**src/sft_pkg.sv**
```systemverilog
// constants, register map and types shared by the single-edge nibble transmitter
// assumes a 40 MHz system clock; the 4 MHz tick reference is derived from it
package sft_pkg;
   // ----------------------------------------------------------------
   // clocking and tick range
   // ----------------------------------------------------------------
   localparam int CLK_HZ = 40_000_000;
   localparam int REF_HZ = 4_000_000;
   localparam int REF_DIV = CLK_HZ / REF_HZ;
   localparam int TICK_MIN_NS = 250;
   localparam int TICK_MAX_NS = 31750;
   localparam int DIV_MAX = TICK_MAX_NS / TICK_MIN_NS;
   localparam int DIV_W = $clog2(DIV_MAX + 1);
   localparam int TCNT_W = $clog2(REF_DIV * DIV_MAX + 1);
   // ----------------------------------------------------------------
   // frame geometry in ticks
   // ----------------------------------------------------------------
   localparam int NIB_W = 4;
   localparam int SYNC_TICKS = 56;
   localparam int VAR_BASE = 7;
   localparam int NIB_MAX = 15;
   localparam int PAUSE_MIN = 12;
   localparam int DATA_MIN = 3;
   localparam int DATA_MAX = 6;
   localparam int DATA_W = NIB_W * DATA_MAX;
   localparam int LEN_W = 10;
   localparam int IDX_W = 3;
   localparam logic [3:0] CRC_SEED = 4'h5;
   localparam logic [63:0] CRC_TAB = 64'h582f_b6c1_493e_a7d0;
   // ----------------------------------------------------------------
   // register map, byte addresses
   // ----------------------------------------------------------------
   localparam int ADDR_W = 8;
   localparam logic [7:0] REG_CTRL = 8'h00;
   localparam logic [7:0] REG_TIMING = 8'h04;
   localparam logic [7:0] REG_FRAME = 8'h08;
   localparam logic [7:0] REG_DATA = 8'h0c;
   localparam logic [7:0] REG_STATUS = 8'h10;
   localparam logic [7:0] REG_TRIG = 8'h14;
   localparam int CTRL_TRIG_BIT = 0;
   localparam int CTRL_INV_BIT = 1;
   localparam int CTRL_FIXSEL_BIT = 2;
   localparam int CTRL_PAUSE_BIT = 3;
   localparam int CTRL_PROTO_LSB = 4;
   localparam int TIM_DIV_LSB = 0;
   localparam int TIM_FIX_LSB = 8;
   localparam int FRM_STAT_LSB = 0;
   localparam int FRM_SER_LSB = 2;
   localparam int FRM_CNT_LSB = 4;
   localparam int TRIG_BIT = 0;
   localparam int STS_BUSY_BIT = 0;
   localparam int STS_PEND_BIT = 1;
   localparam int STS_LINE_BIT = 2;
   localparam int STS_FCNT_LSB = 16;
   localparam logic [31:0] CTRL_MASK = 32'h0000_003f;
   localparam logic [31:0] TIM_MASK = 32'h0000_0f7f;
   localparam logic [31:0] FRM_MASK = 32'h0000_007f;
   localparam logic [31:0] DATA_MASK = 32'h00ff_ffff;
   localparam logic [31:0] CTRL_RST = 32'h0000_0000;
   localparam logic [31:0] TIM_RST = 32'h0000_050c;
   localparam logic [31:0] FRM_RST = 32'h0000_0060;
   localparam logic [1:0] PROTO_SENT = 2'h0;
   // ----------------------------------------------------------------
   // types
   // ----------------------------------------------------------------
   typedef enum logic [2:0] {
      ST_IDLE = 3'h0,
      ST_SYNC = 3'h1,
      ST_STAT = 3'h2,
      ST_DATA = 3'h3,
      ST_CRC = 3'h4,
      ST_PAUSE = 3'h5
   } sft_state_t;

   typedef struct packed {
      logic invert;
      logic fixsel;
      logic pause;
      logic [3:0] fixed;
      logic [IDX_W-1:0] ndata;
      logic [1:0] status;
      logic [1:0] serial;
      logic [DATA_W-1:0] data;
   } sft_snap_t;
endpackage : sft_pkg

```
**src/sft_tick_gen.sv**
```systemverilog
// tick pulse generator: system clock to 4 MHz reference, then the programmed divider
// assumes a divider value that is stable while frames run
`timescale 1ns/1ps
module sft_tick_gen
   import sft_pkg::*;
(
   input wire logic sys_clk_in,
   input wire logic resetn_in,
   input wire logic [DIV_W-1:0] div_in,
   output logic tick_out
);
   typedef struct packed {
      logic [TCNT_W-1:0] cnt;
      logic tick;
   } sft_tick_st_t;

   sft_tick_st_t st_q;
   sft_tick_st_t st_d;
   logic [DIV_W-1:0] div_eff;
   logic [TCNT_W-1:0] term;

   always_comb begin
      st_d = st_q;
      // divider 0 runs as 1
      div_eff = (div_in == '0) ? DIV_W'(1) : div_in;
      term = TCNT_W'(REF_DIV * int'(div_eff) - 1);
      st_d.tick = 1'b0;
      if (st_q.cnt >= term) begin
         st_d.cnt = '0;
         st_d.tick = 1'b1;
      end else begin
         st_d.cnt = st_q.cnt + TCNT_W'(1);
      end
   end

   always_ff @(posedge sys_clk_in or negedge resetn_in) begin
      if (!resetn_in) begin
         st_q <= '0;
      end else begin
         st_q <= st_d;
      end
   end

   assign tick_out = st_q.tick;
endmodule : sft_tick_gen

```
**src/sft_crc.sv**
```systemverilog
// four-bit checksum over the data nibbles, most significant nibble first
// assumes the nibble count is already clamped to its legal range
`timescale 1ns/1ps
module sft_crc
   import sft_pkg::*;
(
   input wire logic [DATA_W-1:0] data_in,
   input wire logic [IDX_W-1:0] count_in,
   output logic [NIB_W-1:0] crc_out
);
   logic [NIB_W-1:0] chain [DATA_MAX+1];
   logic [NIB_W-1:0] pick;

   assign chain[0] = CRC_SEED;

   genvar i;
   generate
      for (i = 0; i < DATA_MAX; i++) begin : g_stage
         assign chain[i+1] = data_in[NIB_W*(DATA_MAX-1-i) +: NIB_W]
            ^ CRC_TAB[NIB_W*int'(chain[i]) +: NIB_W];
      end
   endgenerate

   always_comb begin
      pick = chain[count_in];
      // closing zero nibble
      crc_out = CRC_TAB[NIB_W*int'(pick) +: NIB_W];
   end
endmodule : sft_crc

```
**src/sft_transmitter.sv**
```systemverilog
// single-edge nibble transmitter with an Avalon-MM register slave
// assumes trig_in comes from a pin and sent_out drives the line buffer
//
// Contract
// - tick period is the 4 MHz reference divided by the programmed divider.
// - divider covers tick periods from 0.25 us to 31.75 us.
// - each nibble is a low interval then a high interval, summed.
// - settings choose which interval is fixed and its length.
// - variable interval is seven ticks plus the nibble value.
// - frame order is sync, status, data, checksum, optional pause.
// - sync nibble lasts exactly 56 ticks.
// - status nibble bits 1:0 carry the device status setting.
// - status nibble bits 3:2 carry the serial protocol setting.
// - three to six data nibbles, count and content from settings.
// - one checksum nibble follows the data, over the data nibbles.
// - pause, when sent, lasts at least 12 ticks and pads the frame.
// - by default frames go out back to back without request.
// - in trigger state exactly one frame is sent per trigger; triggers arriving while a frame is pending merge into it.
// - an option inverts the output polarity.
// - output protocol selection resets to 0, which selects nibble framing.
// - most significant data nibble first; 12-bit value in first three.
// - pause selection 0 appends no pause, frame length follows content.
//
// Register access over Avalon-MM and the placing of the registers are this design's own decisions.
`timescale 1ns/1ps
module sft_transmitter
   import sft_pkg::*;
(
   input wire logic sys_clk_in,
   input wire logic resetn_in,
   input wire logic [ADDR_W-1:0] avs_address_in,
   input wire logic avs_read_in,
   input wire logic avs_write_in,
   input wire logic [31:0] avs_writedata_in,
   input wire logic [3:0] avs_byteenable_in,
   output logic [31:0] avs_readdata_out,
   output logic avs_waitrequest_out,
   input wire logic trig_in,
   output logic sent_out
);
   // ----------------------------------------------------------------
   // state
   // ----------------------------------------------------------------
   typedef struct packed {
      logic [31:0] ctrl;
      logic [31:0] timing;
      logic [31:0] frame;
      logic [31:0] data;
      logic ack;
      logic [31:0] rdata;
      logic sy1;
      logic sy2;
      logic sy3;
      logic pend;
      sft_state_t state;
      logic [LEN_W-1:0] cnt;
      logic [LEN_W-1:0] elapsed;
      logic [LEN_W-1:0] pause_len;
      logic [IDX_W-1:0] idx;
      sft_snap_t snap;
      logic line;
      logic [15:0] fcnt;
   } sft_tx_st_t;

   sft_tx_st_t st_q;
   sft_tx_st_t st_d;

   logic tick;
   logic [NIB_W-1:0] crc;
   logic [31:0] be_mask;
   logic [31:0] wmerge;
   logic req;
   logic wr_now;
   logic trig_edge;
   logic can_start;
   logic start_now;
   logic last_tick;
   logic [NIB_W-1:0] nib_val;
   logic [LEN_W-1:0] fix_eff;
   logic [LEN_W-1:0] tot;
   logic [LEN_W-1:0] lo_len;
   logic [LEN_W-1:0] tgt;
   logic [LEN_W-1:0] el_next;
   logic [IDX_W-1:0] n_raw;
   logic [IDX_W-1:0] n_clamp;
   logic [4:0] nib_sel;
   logic lvl;

   // ----------------------------------------------------------------
   // helpers
   // ----------------------------------------------------------------
   sft_tick_gen u_tick (
      .sys_clk_in(sys_clk_in),
      .resetn_in(resetn_in),
      .div_in(st_q.timing[TIM_DIV_LSB +: DIV_W]),
      .tick_out(tick)
   );

   sft_crc u_crc (
      .data_in(st_q.snap.data),
      .count_in(st_q.snap.ndata),
      .crc_out(crc)
   );

   genvar b;
   generate
      for (b = 0; b < 4; b++) begin : g_be
         assign be_mask[8*b +: 8] = {8{avs_byteenable_in[b]}};
      end
   endgenerate

   // ----------------------------------------------------------------
   // bus handshake
   // ----------------------------------------------------------------
   // one wait state: data are ready on the second cycle of a request
   assign req = avs_read_in | avs_write_in;
   assign avs_waitrequest_out = req & ~st_q.ack;
   assign wr_now = avs_write_in & st_q.ack;
   assign wmerge = avs_writedata_in & be_mask;

   // ----------------------------------------------------------------
   // next state
   // ----------------------------------------------------------------
   always_comb begin
      st_d = st_q;

      // bus side
      st_d.ack = req & ~st_q.ack;
      if (req && !st_q.ack) begin
         case (avs_address_in)
            REG_CTRL: begin
               st_d.rdata = st_q.ctrl;
            end
            REG_TIMING: begin
               st_d.rdata = st_q.timing;
            end
            REG_FRAME: begin
               st_d.rdata = st_q.frame;
            end
            REG_DATA: begin
               st_d.rdata = st_q.data;
            end
            REG_STATUS: begin
               st_d.rdata = '0;
               st_d.rdata[STS_BUSY_BIT] = (st_q.state != ST_IDLE);
               st_d.rdata[STS_PEND_BIT] = st_q.pend;
               st_d.rdata[STS_LINE_BIT] = st_q.line;
               st_d.rdata[STS_FCNT_LSB +: 16] = st_q.fcnt;
            end
            default: begin
               st_d.rdata = '0;
            end
         endcase
      end
      if (wr_now) begin
         case (avs_address_in)
            REG_CTRL: begin
               st_d.ctrl = ((st_q.ctrl & ~be_mask) | wmerge) & CTRL_MASK;
            end
            REG_TIMING: begin
               st_d.timing = ((st_q.timing & ~be_mask) | wmerge) & TIM_MASK;
            end
            REG_FRAME: begin
               st_d.frame = ((st_q.frame & ~be_mask) | wmerge) & FRM_MASK;
            end
            REG_DATA: begin
               st_d.data = ((st_q.data & ~be_mask) | wmerge) & DATA_MASK;
            end
            default: begin
            end
         endcase
      end

      // trigger pin synchroniser and rising edge
      st_d.sy1 = trig_in;
      st_d.sy2 = st_q.sy1;
      st_d.sy3 = st_q.sy2;
      trig_edge = st_q.sy2 & ~st_q.sy3;
      if (wr_now && avs_address_in == REG_TRIG && wmerge[TRIG_BIT]) begin
         trig_edge = 1'b1;
      end

      // frame start decision
      can_start = (st_q.ctrl[CTRL_PROTO_LSB +: 2] == PROTO_SENT)
         && (!st_q.ctrl[CTRL_TRIG_BIT] || st_q.pend);

      // nibble geometry
      fix_eff = (st_q.snap.fixed == '0) ? LEN_W'(1) : LEN_W'(st_q.snap.fixed);
      nib_sel = 5'(NIB_W * (DATA_MAX - 1)) - {st_q.idx, 2'b00};
      case (st_q.state)
         ST_STAT: begin
            nib_val = {st_q.snap.serial, st_q.snap.status};
         end
         ST_DATA: begin
            nib_val = st_q.snap.data[nib_sel +: NIB_W];
         end
         ST_CRC: begin
            nib_val = crc;
         end
         default: begin
            nib_val = '0;
         end
      endcase
      case (st_q.state)
         ST_SYNC: begin
            tot = LEN_W'(SYNC_TICKS);
         end
         ST_PAUSE: begin
            tot = st_q.pause_len;
         end
         default: begin
            tot = fix_eff + LEN_W'(VAR_BASE) + LEN_W'(nib_val);
         end
      endcase
      // fixed interval low or high
      lo_len = st_q.snap.fixsel ? (tot - fix_eff) : fix_eff;
      last_tick = tick && (st_q.cnt == tot - LEN_W'(1));

      // padded frame length for constant-length mode
      tgt = LEN_W'(SYNC_TICKS + PAUSE_MIN)
         + LEN_W'((int'(st_q.snap.ndata) + 2) * (int'(fix_eff) + VAR_BASE + NIB_MAX))
         + fix_eff;
      el_next = st_q.elapsed + LEN_W'(1);

      // sequencer
      start_now = 1'b0;
      case (st_q.state)
         ST_IDLE: begin
            if (tick && can_start) begin
               start_now = 1'b1;
            end
         end
         ST_SYNC, ST_STAT, ST_DATA, ST_CRC, ST_PAUSE: begin
            if (tick) begin
               st_d.cnt = st_q.cnt + LEN_W'(1);
               if (st_q.state != ST_PAUSE) begin
                  st_d.elapsed = el_next;
               end
            end
            if (last_tick) begin
               st_d.cnt = '0;
               case (st_q.state)
                  ST_SYNC: begin
                     st_d.state = ST_STAT;
                  end
                  ST_STAT: begin
                     st_d.state = ST_DATA;
                     st_d.idx = '0;
                  end
                  ST_DATA: begin
                     if (st_q.idx == st_q.snap.ndata - IDX_W'(1)) begin
                        st_d.state = ST_CRC;
                     end else begin
                        st_d.idx = st_q.idx + IDX_W'(1);
                     end
                  end
                  ST_CRC: begin
                     if (st_q.snap.pause) begin
                        st_d.state = ST_PAUSE;
                        st_d.pause_len = tgt - el_next;
                     end else begin
                        st_d.state = ST_IDLE;
                        start_now = can_start;
                     end
                  end
                  default: begin
                     st_d.state = ST_IDLE;
                     start_now = can_start;
                  end
               endcase
               if (st_q.state == ST_CRC || st_q.state == ST_PAUSE) begin
                  st_d.fcnt = st_q.fcnt + 16'h0001;
               end
            end
         end
         default: begin
            st_d.state = ST_IDLE;
         end
      endcase

      // frame start: snapshot settings except the tick divider, which u_tick reads live from the timing register
      n_raw = st_q.frame[FRM_CNT_LSB +: IDX_W];
      if (n_raw < IDX_W'(DATA_MIN)) begin
         n_clamp = IDX_W'(DATA_MIN);
      end else if (n_raw > IDX_W'(DATA_MAX)) begin
         n_clamp = IDX_W'(DATA_MAX);
      end else begin
         n_clamp = n_raw;
      end
      if (start_now) begin
         st_d.state = ST_SYNC;
         st_d.cnt = '0;
         st_d.elapsed = '0;
         st_d.idx = '0;
         st_d.snap.invert = st_q.ctrl[CTRL_INV_BIT];
         st_d.snap.fixsel = st_q.ctrl[CTRL_FIXSEL_BIT];
         st_d.snap.pause = st_q.ctrl[CTRL_PAUSE_BIT];
         st_d.snap.fixed = st_q.timing[TIM_FIX_LSB +: 4];
         st_d.snap.ndata = n_clamp;
         st_d.snap.status = st_q.frame[FRM_STAT_LSB +: 2];
         st_d.snap.serial = st_q.frame[FRM_SER_LSB +: 2];
         st_d.snap.data = st_q.data[DATA_W-1:0];
      end

      // one pending frame; triggers before its start merge into it, a trigger in the start cycle is kept
      st_d.pend = trig_edge | (st_q.pend & ~(start_now & st_q.ctrl[CTRL_TRIG_BIT]));

      // line level, idle released high, or low when the invert option is set
      if (st_q.state == ST_IDLE) begin
         lvl = 1'b1 ^ st_q.ctrl[CTRL_INV_BIT];
      end else begin
         lvl = (st_q.cnt >= lo_len) ^ st_q.snap.invert;
      end
      st_d.line = lvl;
   end

   // ----------------------------------------------------------------
   // registers
   // ----------------------------------------------------------------
   always_ff @(posedge sys_clk_in or negedge resetn_in) begin
      if (!resetn_in) begin
         st_q <= '0;
         st_q.ctrl <= CTRL_RST;
         st_q.timing <= TIM_RST;
         st_q.frame <= FRM_RST;
         st_q.state <= ST_IDLE;
         st_q.line <= 1'b1;
      end else begin
         st_q <= st_d;
      end
   end

   assign avs_readdata_out = st_q.rdata;
   assign sent_out = st_q.line;
endmodule : sft_transmitter

```
**config.mk**
```make
export PLATFORM = sky130hd
export DESIGN_NAME = sft_transmitter
export DESIGN_NICKNAME = d
export VERILOG_FILES = /design/src/sft_pkg.sv /design/src/sft_tick_gen.sv /design/src/sft_crc.sv /design/src/sft_transmitter.sv
export SDC_FILE = /design/constraint.sdc
export NUM_CORES = 1
export LEC_CHECK = 0
export ABC_AREA = 1
export BUFFER_PORTS_ARGS = -buffer_cell sky130_fd_sc_hd__buf_2
export CORE_MARGIN = 2
export CORE_UTILIZATION = 55
export DETAILED_ROUTE_END_ITERATION = 7
export PLACE_DENSITY = 0.84
export SYNTH_ARGS = -nofsm -noshare
export SYNTH_HDL_FRONTEND = slang
export SYNTH_SLANG_ARGS = --single-unit
```
**constraint.sdc**
```tcl
create_clock -name sys_clk_in -period 6.6 [get_ports sys_clk_in]
set_input_delay 0.99 -clock sys_clk_in [delete_from_list [all_inputs] [get_ports sys_clk_in]]
set_output_delay 0.99 -clock sys_clk_in [all_outputs]
set_load 0.005 [all_outputs]
```
==> results of run 1 <==
-- cell families (layout without fill, tap and decap cells) --
logic type	after synthesis	count (layout)	share of synthesized area, %
buffers and inverters	286	419	9.641
adder cells (fa/ha/maj)	91	91	10.10
multiplexers	16	16	1.395
AND/OR/NAND/NOR	759	759	25.43
flip-flops	188	188	36.50
XOR/XNOR	73	73	4.952
AO/OA/AOI/OAI	262	262	11.99
-- per-layer routing --
metal | vias up | GRT usage, %
met5 | - | 0
met4 | 0 | 11.13
met3 | 177 | 4.102
met2 | 636 | 45.19
met1 | 5867 | 35.72
li1 | 5670 | -
-- cell type report --
cell class,count,area [um2]
Sequential cell,188,4713
Timing Repair Buffer,175,1275
Fill cell,1732,7710
Clock buffer,17,425.4
Multi-Input combinational cell,1201,7726
Tap cell,319,399.1
Clock inverter,15,202.7
Inverter,212,810.8
-- metrics by stage --
stage | hold slack (ns) | power, mW | setup WS, ns | TNS [ns] | instances
after floorplan | 0.3312 | 2.944 | 0.3694 | 0 | 1675
after global placement | 0.3333 | 3.486 | -0.2573 | -0.2573 | 2057
after detailed placement | 0.3403 | 3.563 | -0.3410 | -0.3410 | 2057
after CTS | 0.3581 | 4.789 | 0.01849 | 0 | 2096
after global routing | 0.3706 | 5.704 | -0.6073 | -15.36 | 2127
final | 0.3550 | 5.379 | -0.2692 | -0.2692 | 2127
-- worst max path at each step --
stage	from	slack [ns]	endpoint	cells after the start
2_1_floorplan	st_q[38]	0.37	sent_out	51
3_3_place_gp	st_q[37]	-0.26	sent_out	54
3_5_place_dp	st_q[37]	-0.34	sent_out	54
4_1_cts	st_q[37]	0.02	sent_out	52
5_1_grt	st_q[37]	-0.61	sent_out	55
6_report	st_q[37]	-0.27	sent_out	55
-- power by group --
part | total [mW] | internal [mW] | switching [mW]
Combinational | 2.99 | 1.21 | 1.78
Sequential | 1.29 | 1.21 | 0.0754
Clock | 1.10 | 0.527 | 0.568
Total | 5.38 | 2.95 | 2.42
-- placed cells by master (no fill, tap or decap), drive strengths merged, types with 5 or more instances in the layout --
cell type / instances
nand4: 20
ha: 69
dfstp: 7
or2: 8
nand3: 104
o21a: 6
xor2: 56
nor3: 19
nor4: 5
a221oi: 13
nor3b: 7
o21ai: 151
o31ai: 18
xnor2: 17
clkbuf: 20
clkinv: 9
dfrtp: 181
nor2: 123
fa: 22
nand2: 467
inv: 217
a21oi: 44
buf: 172
mux2: 16
-- repair_timing --
item,4_1_cts,5_1_grt
pin swaps,16,76
resized for setup,45,185
cloned,0,2
setup buffers,7,29
hold buffers,0,0
setup endpoints to repair,50,90
==> out/qor.yml, run 1 <==
ant_nets: 0
netlist_area_mm2: 0.01291
synth.net_count: 1815
fin_crit_sh_pct: 104.1
drc: 0
slew_violations: 0
hold_path_depth: 0
rr_startpoint: "st_q[37]"
ctsRootBufferMaster: "clkbuf_16"
min_path_type: "reg2reg"
yosys_warnings: 0
fin_crit_ns: 6.869
grt_max_degree: 76
synth_largest_area_cell: "dfrtp_1"
die_x_um: 157.2
maxCapViolCount: 0
crit_path_start_kind: "flip-flop"
routed_wl_um: 36610
hold_path_startpoint: "st_d[93]"
async_flop_share_pct: 100.0
top_layer: "met4"
fin_skew_ns: 0.01531
layout_setup_ws_ns: -0.2692
critical_path_class: "reg2reg"
die_h_um: 157.2
cts_htree_levels: 4
cts.sinks: 188
n_antenna_cell: 0
drt_iter0_drc: 1208
grt_pass1_wl_um: 53700
syn_inst: 1675
core_area_mm2: 0.02326
synth_flop_cell: "dfrtp_1"
pin_count: 83
synth_most_common_cell: "nand2_1"
final_area_mm2: 0.01555
syn_to_final_growth_pct: 20.45
vias: 12350
placementRows: 56
clk_path_buf_depth: 2
max_stage_delay_ns: 0.54
violations: "setup timing"
drive_gt1_share_pct: 24.34
end_kind: "flip-flop"
final_util_pct: 66.86
ys_seq_elements: 188
finalSetupViolCount: 1
crit_fanout: 6
crit_path_frequent_cell: "nand2_1"
crit_buf_inv: 8
wl_met2_um: 17350
r2r_end: "sent_out"
wl_met1_um: 14710
antenna_found_initial: 0
wl_per_cell_um: 17.21
cp.required_ns: 6.95
r2r_cells: 55
cp.arrival_ns: 7.22
synthTopCellsByCount: "nand2_1, inv_1, dfrtp_1"
dieArea_mm2: 0.02472
slew_headroom_pct: 19.30
cts_tree: "yes"
tightest_slew_ns: 1.209
placed_area_mm2: 0.01375
whs_endpoint: "st_d[92]"
synth.lib_cells_used.distinct: 65
grt_pass1_vias: 11149
globalplace.congestion: 0.9565
start_util_pct: 55.51
place_hpwl_um: 24360
nets: 1935
irDropWorstVdd_uv: 281.4
vias_per_cell: 5.806
synth_top_cell_area_share_pct: 35.08
numCtsBuffers: 17
finalHoldViolCount: 0
numPortBuffers: 73
reg2reg_slack_ns: -0.27
synth_area_leaders: "dfrtp_1, nand2_1, ha_1"
clk_pin_slew_worst_paths_ns: 0.08
insertion_delay_ns: 0.46
fmax_mhz: 145.6
status: "complete, but fails checks"
synth_enable_flop_cells: 0
power.leakage_nw: 7.536
dr.pass1.iters: 6
synth-seq-area-share_pct: 36.50
path_delay_family: "simple AND/OR/NAND/NOR gates"
avgSynthCellArea_um2: 7.709
grt_use_total_pct: 27.19
wl_met3_um: 2650
slowest_stage: "fa_2"
grt_overflow: 0
grt_setup_unrepaired: "true"
p_per_area_mw_per_mm2: 345.9
(Power assumes the default switching activity.)
==> run 2: changes to the inputs <==
CORE_MARGIN = 5   (was 2)
SYNTH_HIERARCHICAL = 1   (was not set)
==> run 2 against run 1 <==
Against the previous run:
- the flow still finishes with violations (setup timing)
- fmax is 3.0% lower
- synthesized cell count is 9.0% higher
- clock skew is 0.0067 ns higher
- largest power group unchanged
==> out/qor.yml, run 2 <==
status: "complete, but fails checks"  # unchanged
violations: "setup timing"  # unchanged
finalSetupViolCount: 91  # was 1
slew_headroom_pct: 17.59  # was 19.30%
grt.busiest_layer: "met2"  # unchanged
cts_tree: "yes"  # unchanged
ant_nets: 0  # unchanged
layout_common_cells: "nand2_1, inv_1, dfrtp_1, nor2_1, nand3_1"  # was nand2_1, dfrtp_1, inv_1, nor2_1, o21ai_0
place_hpwl_um: 25580  # was 24360 um
async_flop_share_pct: 100.0  # unchanged
crit_buf_inv: 14  # was 8
ys_seq_elements: 188  # unchanged
grt_setup_unrepaired: "true"  # unchanged
numPortBuffers: 73  # unchanged
fmax_mhz: 141.2  # was 145.6 MHz
rr_startpoint: "st_q[37]"  # unchanged
cp.required_ns: 6.94  # was 6.95 ns
syn_inst: 1825  # was 1675
r2r_cells: 55  # unchanged
mostFrequentLayoutCell: "nand2_1"  # unchanged
grt_pass1_wl_um: 57300  # was 53700 um
fin_crit_ns: 7.081  # was 6.869 ns
routed_wl_um: 38760  # was 36610 um
fin_crit_sh_pct: 107.3  # was 104.1%
max_stage_delay_ns: 0.44  # was 0.54 ns
synth_area_leaders: "dfrtp_1, nand2_1, inv_1"  # was dfrtp_1, nand2_1, ha_1
avgSynthCellArea_um2: 7.454  # was 7.709 um2
fin_skew_ns: 0.02206  # was 0.01531 ns
yosys_warnings: 6  # was 0
min_path_type: "reg2reg"  # unchanged
tightest_slew_ns: 1.235  # was 1.209 ns
synth_most_common_cell: "nand2_1"  # unchanged
drc: 0  # unchanged
path_delay_family: "simple AND/OR/NAND/NOR gates"  # unchanged
vias_per_cell: 5.776  # was 5.806
synthTopCellsByCount: "nand2_1, inv_1, dfrtp_1"  # unchanged
crit_path_start_kind: "flip-flop"  # unchanged
hold_path_depth: 0  # unchanged
reg2reg_slack_ns: -0.48  # was -0.27 ns
p_per_area_mw_per_mm2: 430.1  # was 345.9 mW/mm2
drt_iter0_drc: 1252  # was 1208
clk_path_buf_depth: 2  # unchanged
ctsRootBufferMaster: "clkbuf_16"  # unchanged
cts.sinks: 188  # unchanged
drive_gt1_share_pct: 23.62  # was 24.34%
antenna_found_initial: 0  # unchanged
dr.pass1.iters: 6  # unchanged
die_h_um: 167.3  # was 157.2 um
pre_cts_ws_ns: -0.5572  # was -0.3410 ns
r2r_end: "st_q[77]"  # was sent_out
placementRows: 57  # was 56
clk_pin_slew_worst_paths_ns: 0.09  # was 0.08 ns
synth_top_cell_area_share_pct: 33.30  # was 35.08%
layout_setup_ws_ns: -0.4809  # was -0.2692 ns
dieArea_mm2: 0.02798  # was 0.02472 mm2
placedCellCount: 2195  # was 2057
fin_setup_tns_ns: -28.90  # was -0.2692 ns
syn_to_final_growth_pct: 18.13  # was 20.45%
final_util_pct: 66.07  # was 66.86%
synth_enable_flop_cells: 0  # unchanged
globalplace.congestion: 0.9084  # was 0.9565
cp.arrival_ns: 7.42  # was 7.22 ns
crit_path_frequent_cell: "nand2_2"  # was nand2_1
synth-seq-area-share_pct: 34.65  # was 36.50%
core_area_mm2: 0.02432  # was 0.02326 mm2
cts_htree_levels: 4  # unchanged
insertion_delay_ns: 0.46  # about the same
netlist_area_mm2: 0.01360  # was 0.01291 mm2
synth_largest_area_cell: "dfrtp_1"  # unchanged
die_x_um: 167.3  # was 157.2 um
hold_path_startpoint: "st_d[93]"  # unchanged
whs_endpoint: "st_d[92]"  # unchanged
irDropWorstVdd_uv: 325.8  # was 281.4 uV
power.leakage_nw: 8.072  # was 7.536 nW
use_met1_pct: 31.94  # was 35.72%
pin_count: 83  # unchanged
synth.lib_cells_used.distinct: 60  # was 65
critical_path_class: "reg2reg"  # unchanged
fin_cells: 2267  # was 2127
start_util_pct: 55.93  # was 55.51%
slowest_stage: "fa_1"  # was fa_2
grt_pass1_vias: 11893  # was 11149
n_antenna_cell: 0  # unchanged
numCtsBuffers: 17  # unchanged
finalHoldViolCount: 0  # unchanged
crit_fanout: 9  # was 6
grt_max_degree: 114  # was 76
hold_ws_ns: 0.3620  # was 0.3550 ns
met2_usage_pct: 40.26  # was 45.19%
nets: 2071  # was 1935
use_met3_pct: 4.573  # was 4.102%
wl_per_cell_um: 17.10  # was 17.21 um
grt_overflow: 0  # unchanged
maxCapViolCount: 0  # unchanged
grt_use_total_pct: 24.48  # was 27.19%
synth.net_count: 1966  # was 1815
vias: 13095  # was 12350
synth_flop_cell: "dfrtp_1"  # unchanged
slew_violations: 0  # unchanged
end_kind: "flip-flop"  # unchanged
## run 2: changes by cell type after synthesis, sizes merged, moves of 16 or more
cell	change
nand3	+44
nand2	+69
o21ai	-26
a21oi	+24
nor2	+30
mux2	-16
inv	+43
## run 2: worst max-delay path by stage
stage	cells after the start	endpoint	slack [ns]	from
2_1_floorplan	50	sent_out	0.25	st_q[38]
3_3_place_gp	50	sent_out	-0.40	st_q[37]
3_5_place_dp	51	sent_out	-0.56	st_q[37]
4_1_cts	49	sent_out	-0.08	st_q[37]
5_1_grt	51	sent_out	-0.84	st_q[37]
6_report	55	st_q[77]	-0.48	st_q[37]
## run 2: layout make-up
class                   instances  area, um2
flip-flops and latches        188       4713
repair buffers                163       1235
clock inverters                14      168.9
clock buffers                  18      429.2
fillers                      1840       8250
inverters                     252      957.2
multi-input cells            1308       8160
well taps                     324      405.4
## run 2: power by group
group          switching, mW  internal, mW  leakage (nW)
Combinational           2.73          1.79          5.34
Sequential             0.108          1.23          2.44
Clock                  0.545         0.515         0.288
## run 2: stage by stage
step / power, mW / instance area, um2
final: 6.911 / 16070
after global routing: 7.383 / 16070
after CTS: 5.884 / 15040
after detailed placement: 4.714 / 14300
after global placement: 4.570 / 14300
after floorplan: 3.840 / 13600
## run 2: logic make-up after synthesis
logic type	count (synthesis)	share of synthesized area [%]
XOR/XNOR	65	4.295
adder cells (fa/ha/maj)	92	9.676
AO/OA/AOI/OAI	253	11.00
buffers and inverters	330	10.50
flip-flops	188	34.65
AND/OR/NAND/NOR	897	29.87
## run 2: per-layer routing
metal,vias up,share of wire (%)
li1,6067,-
met1,6218,39
met2,644,48
met3,166,7.8
met4,0,4.6
met5,-,0
## run 2: timing repair
item	in CTS	in global routing
gates cloned	0	7
endpoints found under the setup margin	21	91
setup buffers	2	31
hold buffers	0	0
pin swaps	20	78
resized for setup	35	183
hold endpoints to repair	0	0
## run 2: worst reg2reg max path: cells and delay by family (launching register included)
| kind | cells | cell delay [ns] |
|---|---|---|
| and+or+nand+nor | 37 | 3.60 |
| AOI/OAI and AO/OA | 1 | 0.34 |
| buffers and inverters | 14 | 1.54 |
| adders and majority gates | 3 | 1.07 |
| DFF | 1 | 0.39 |
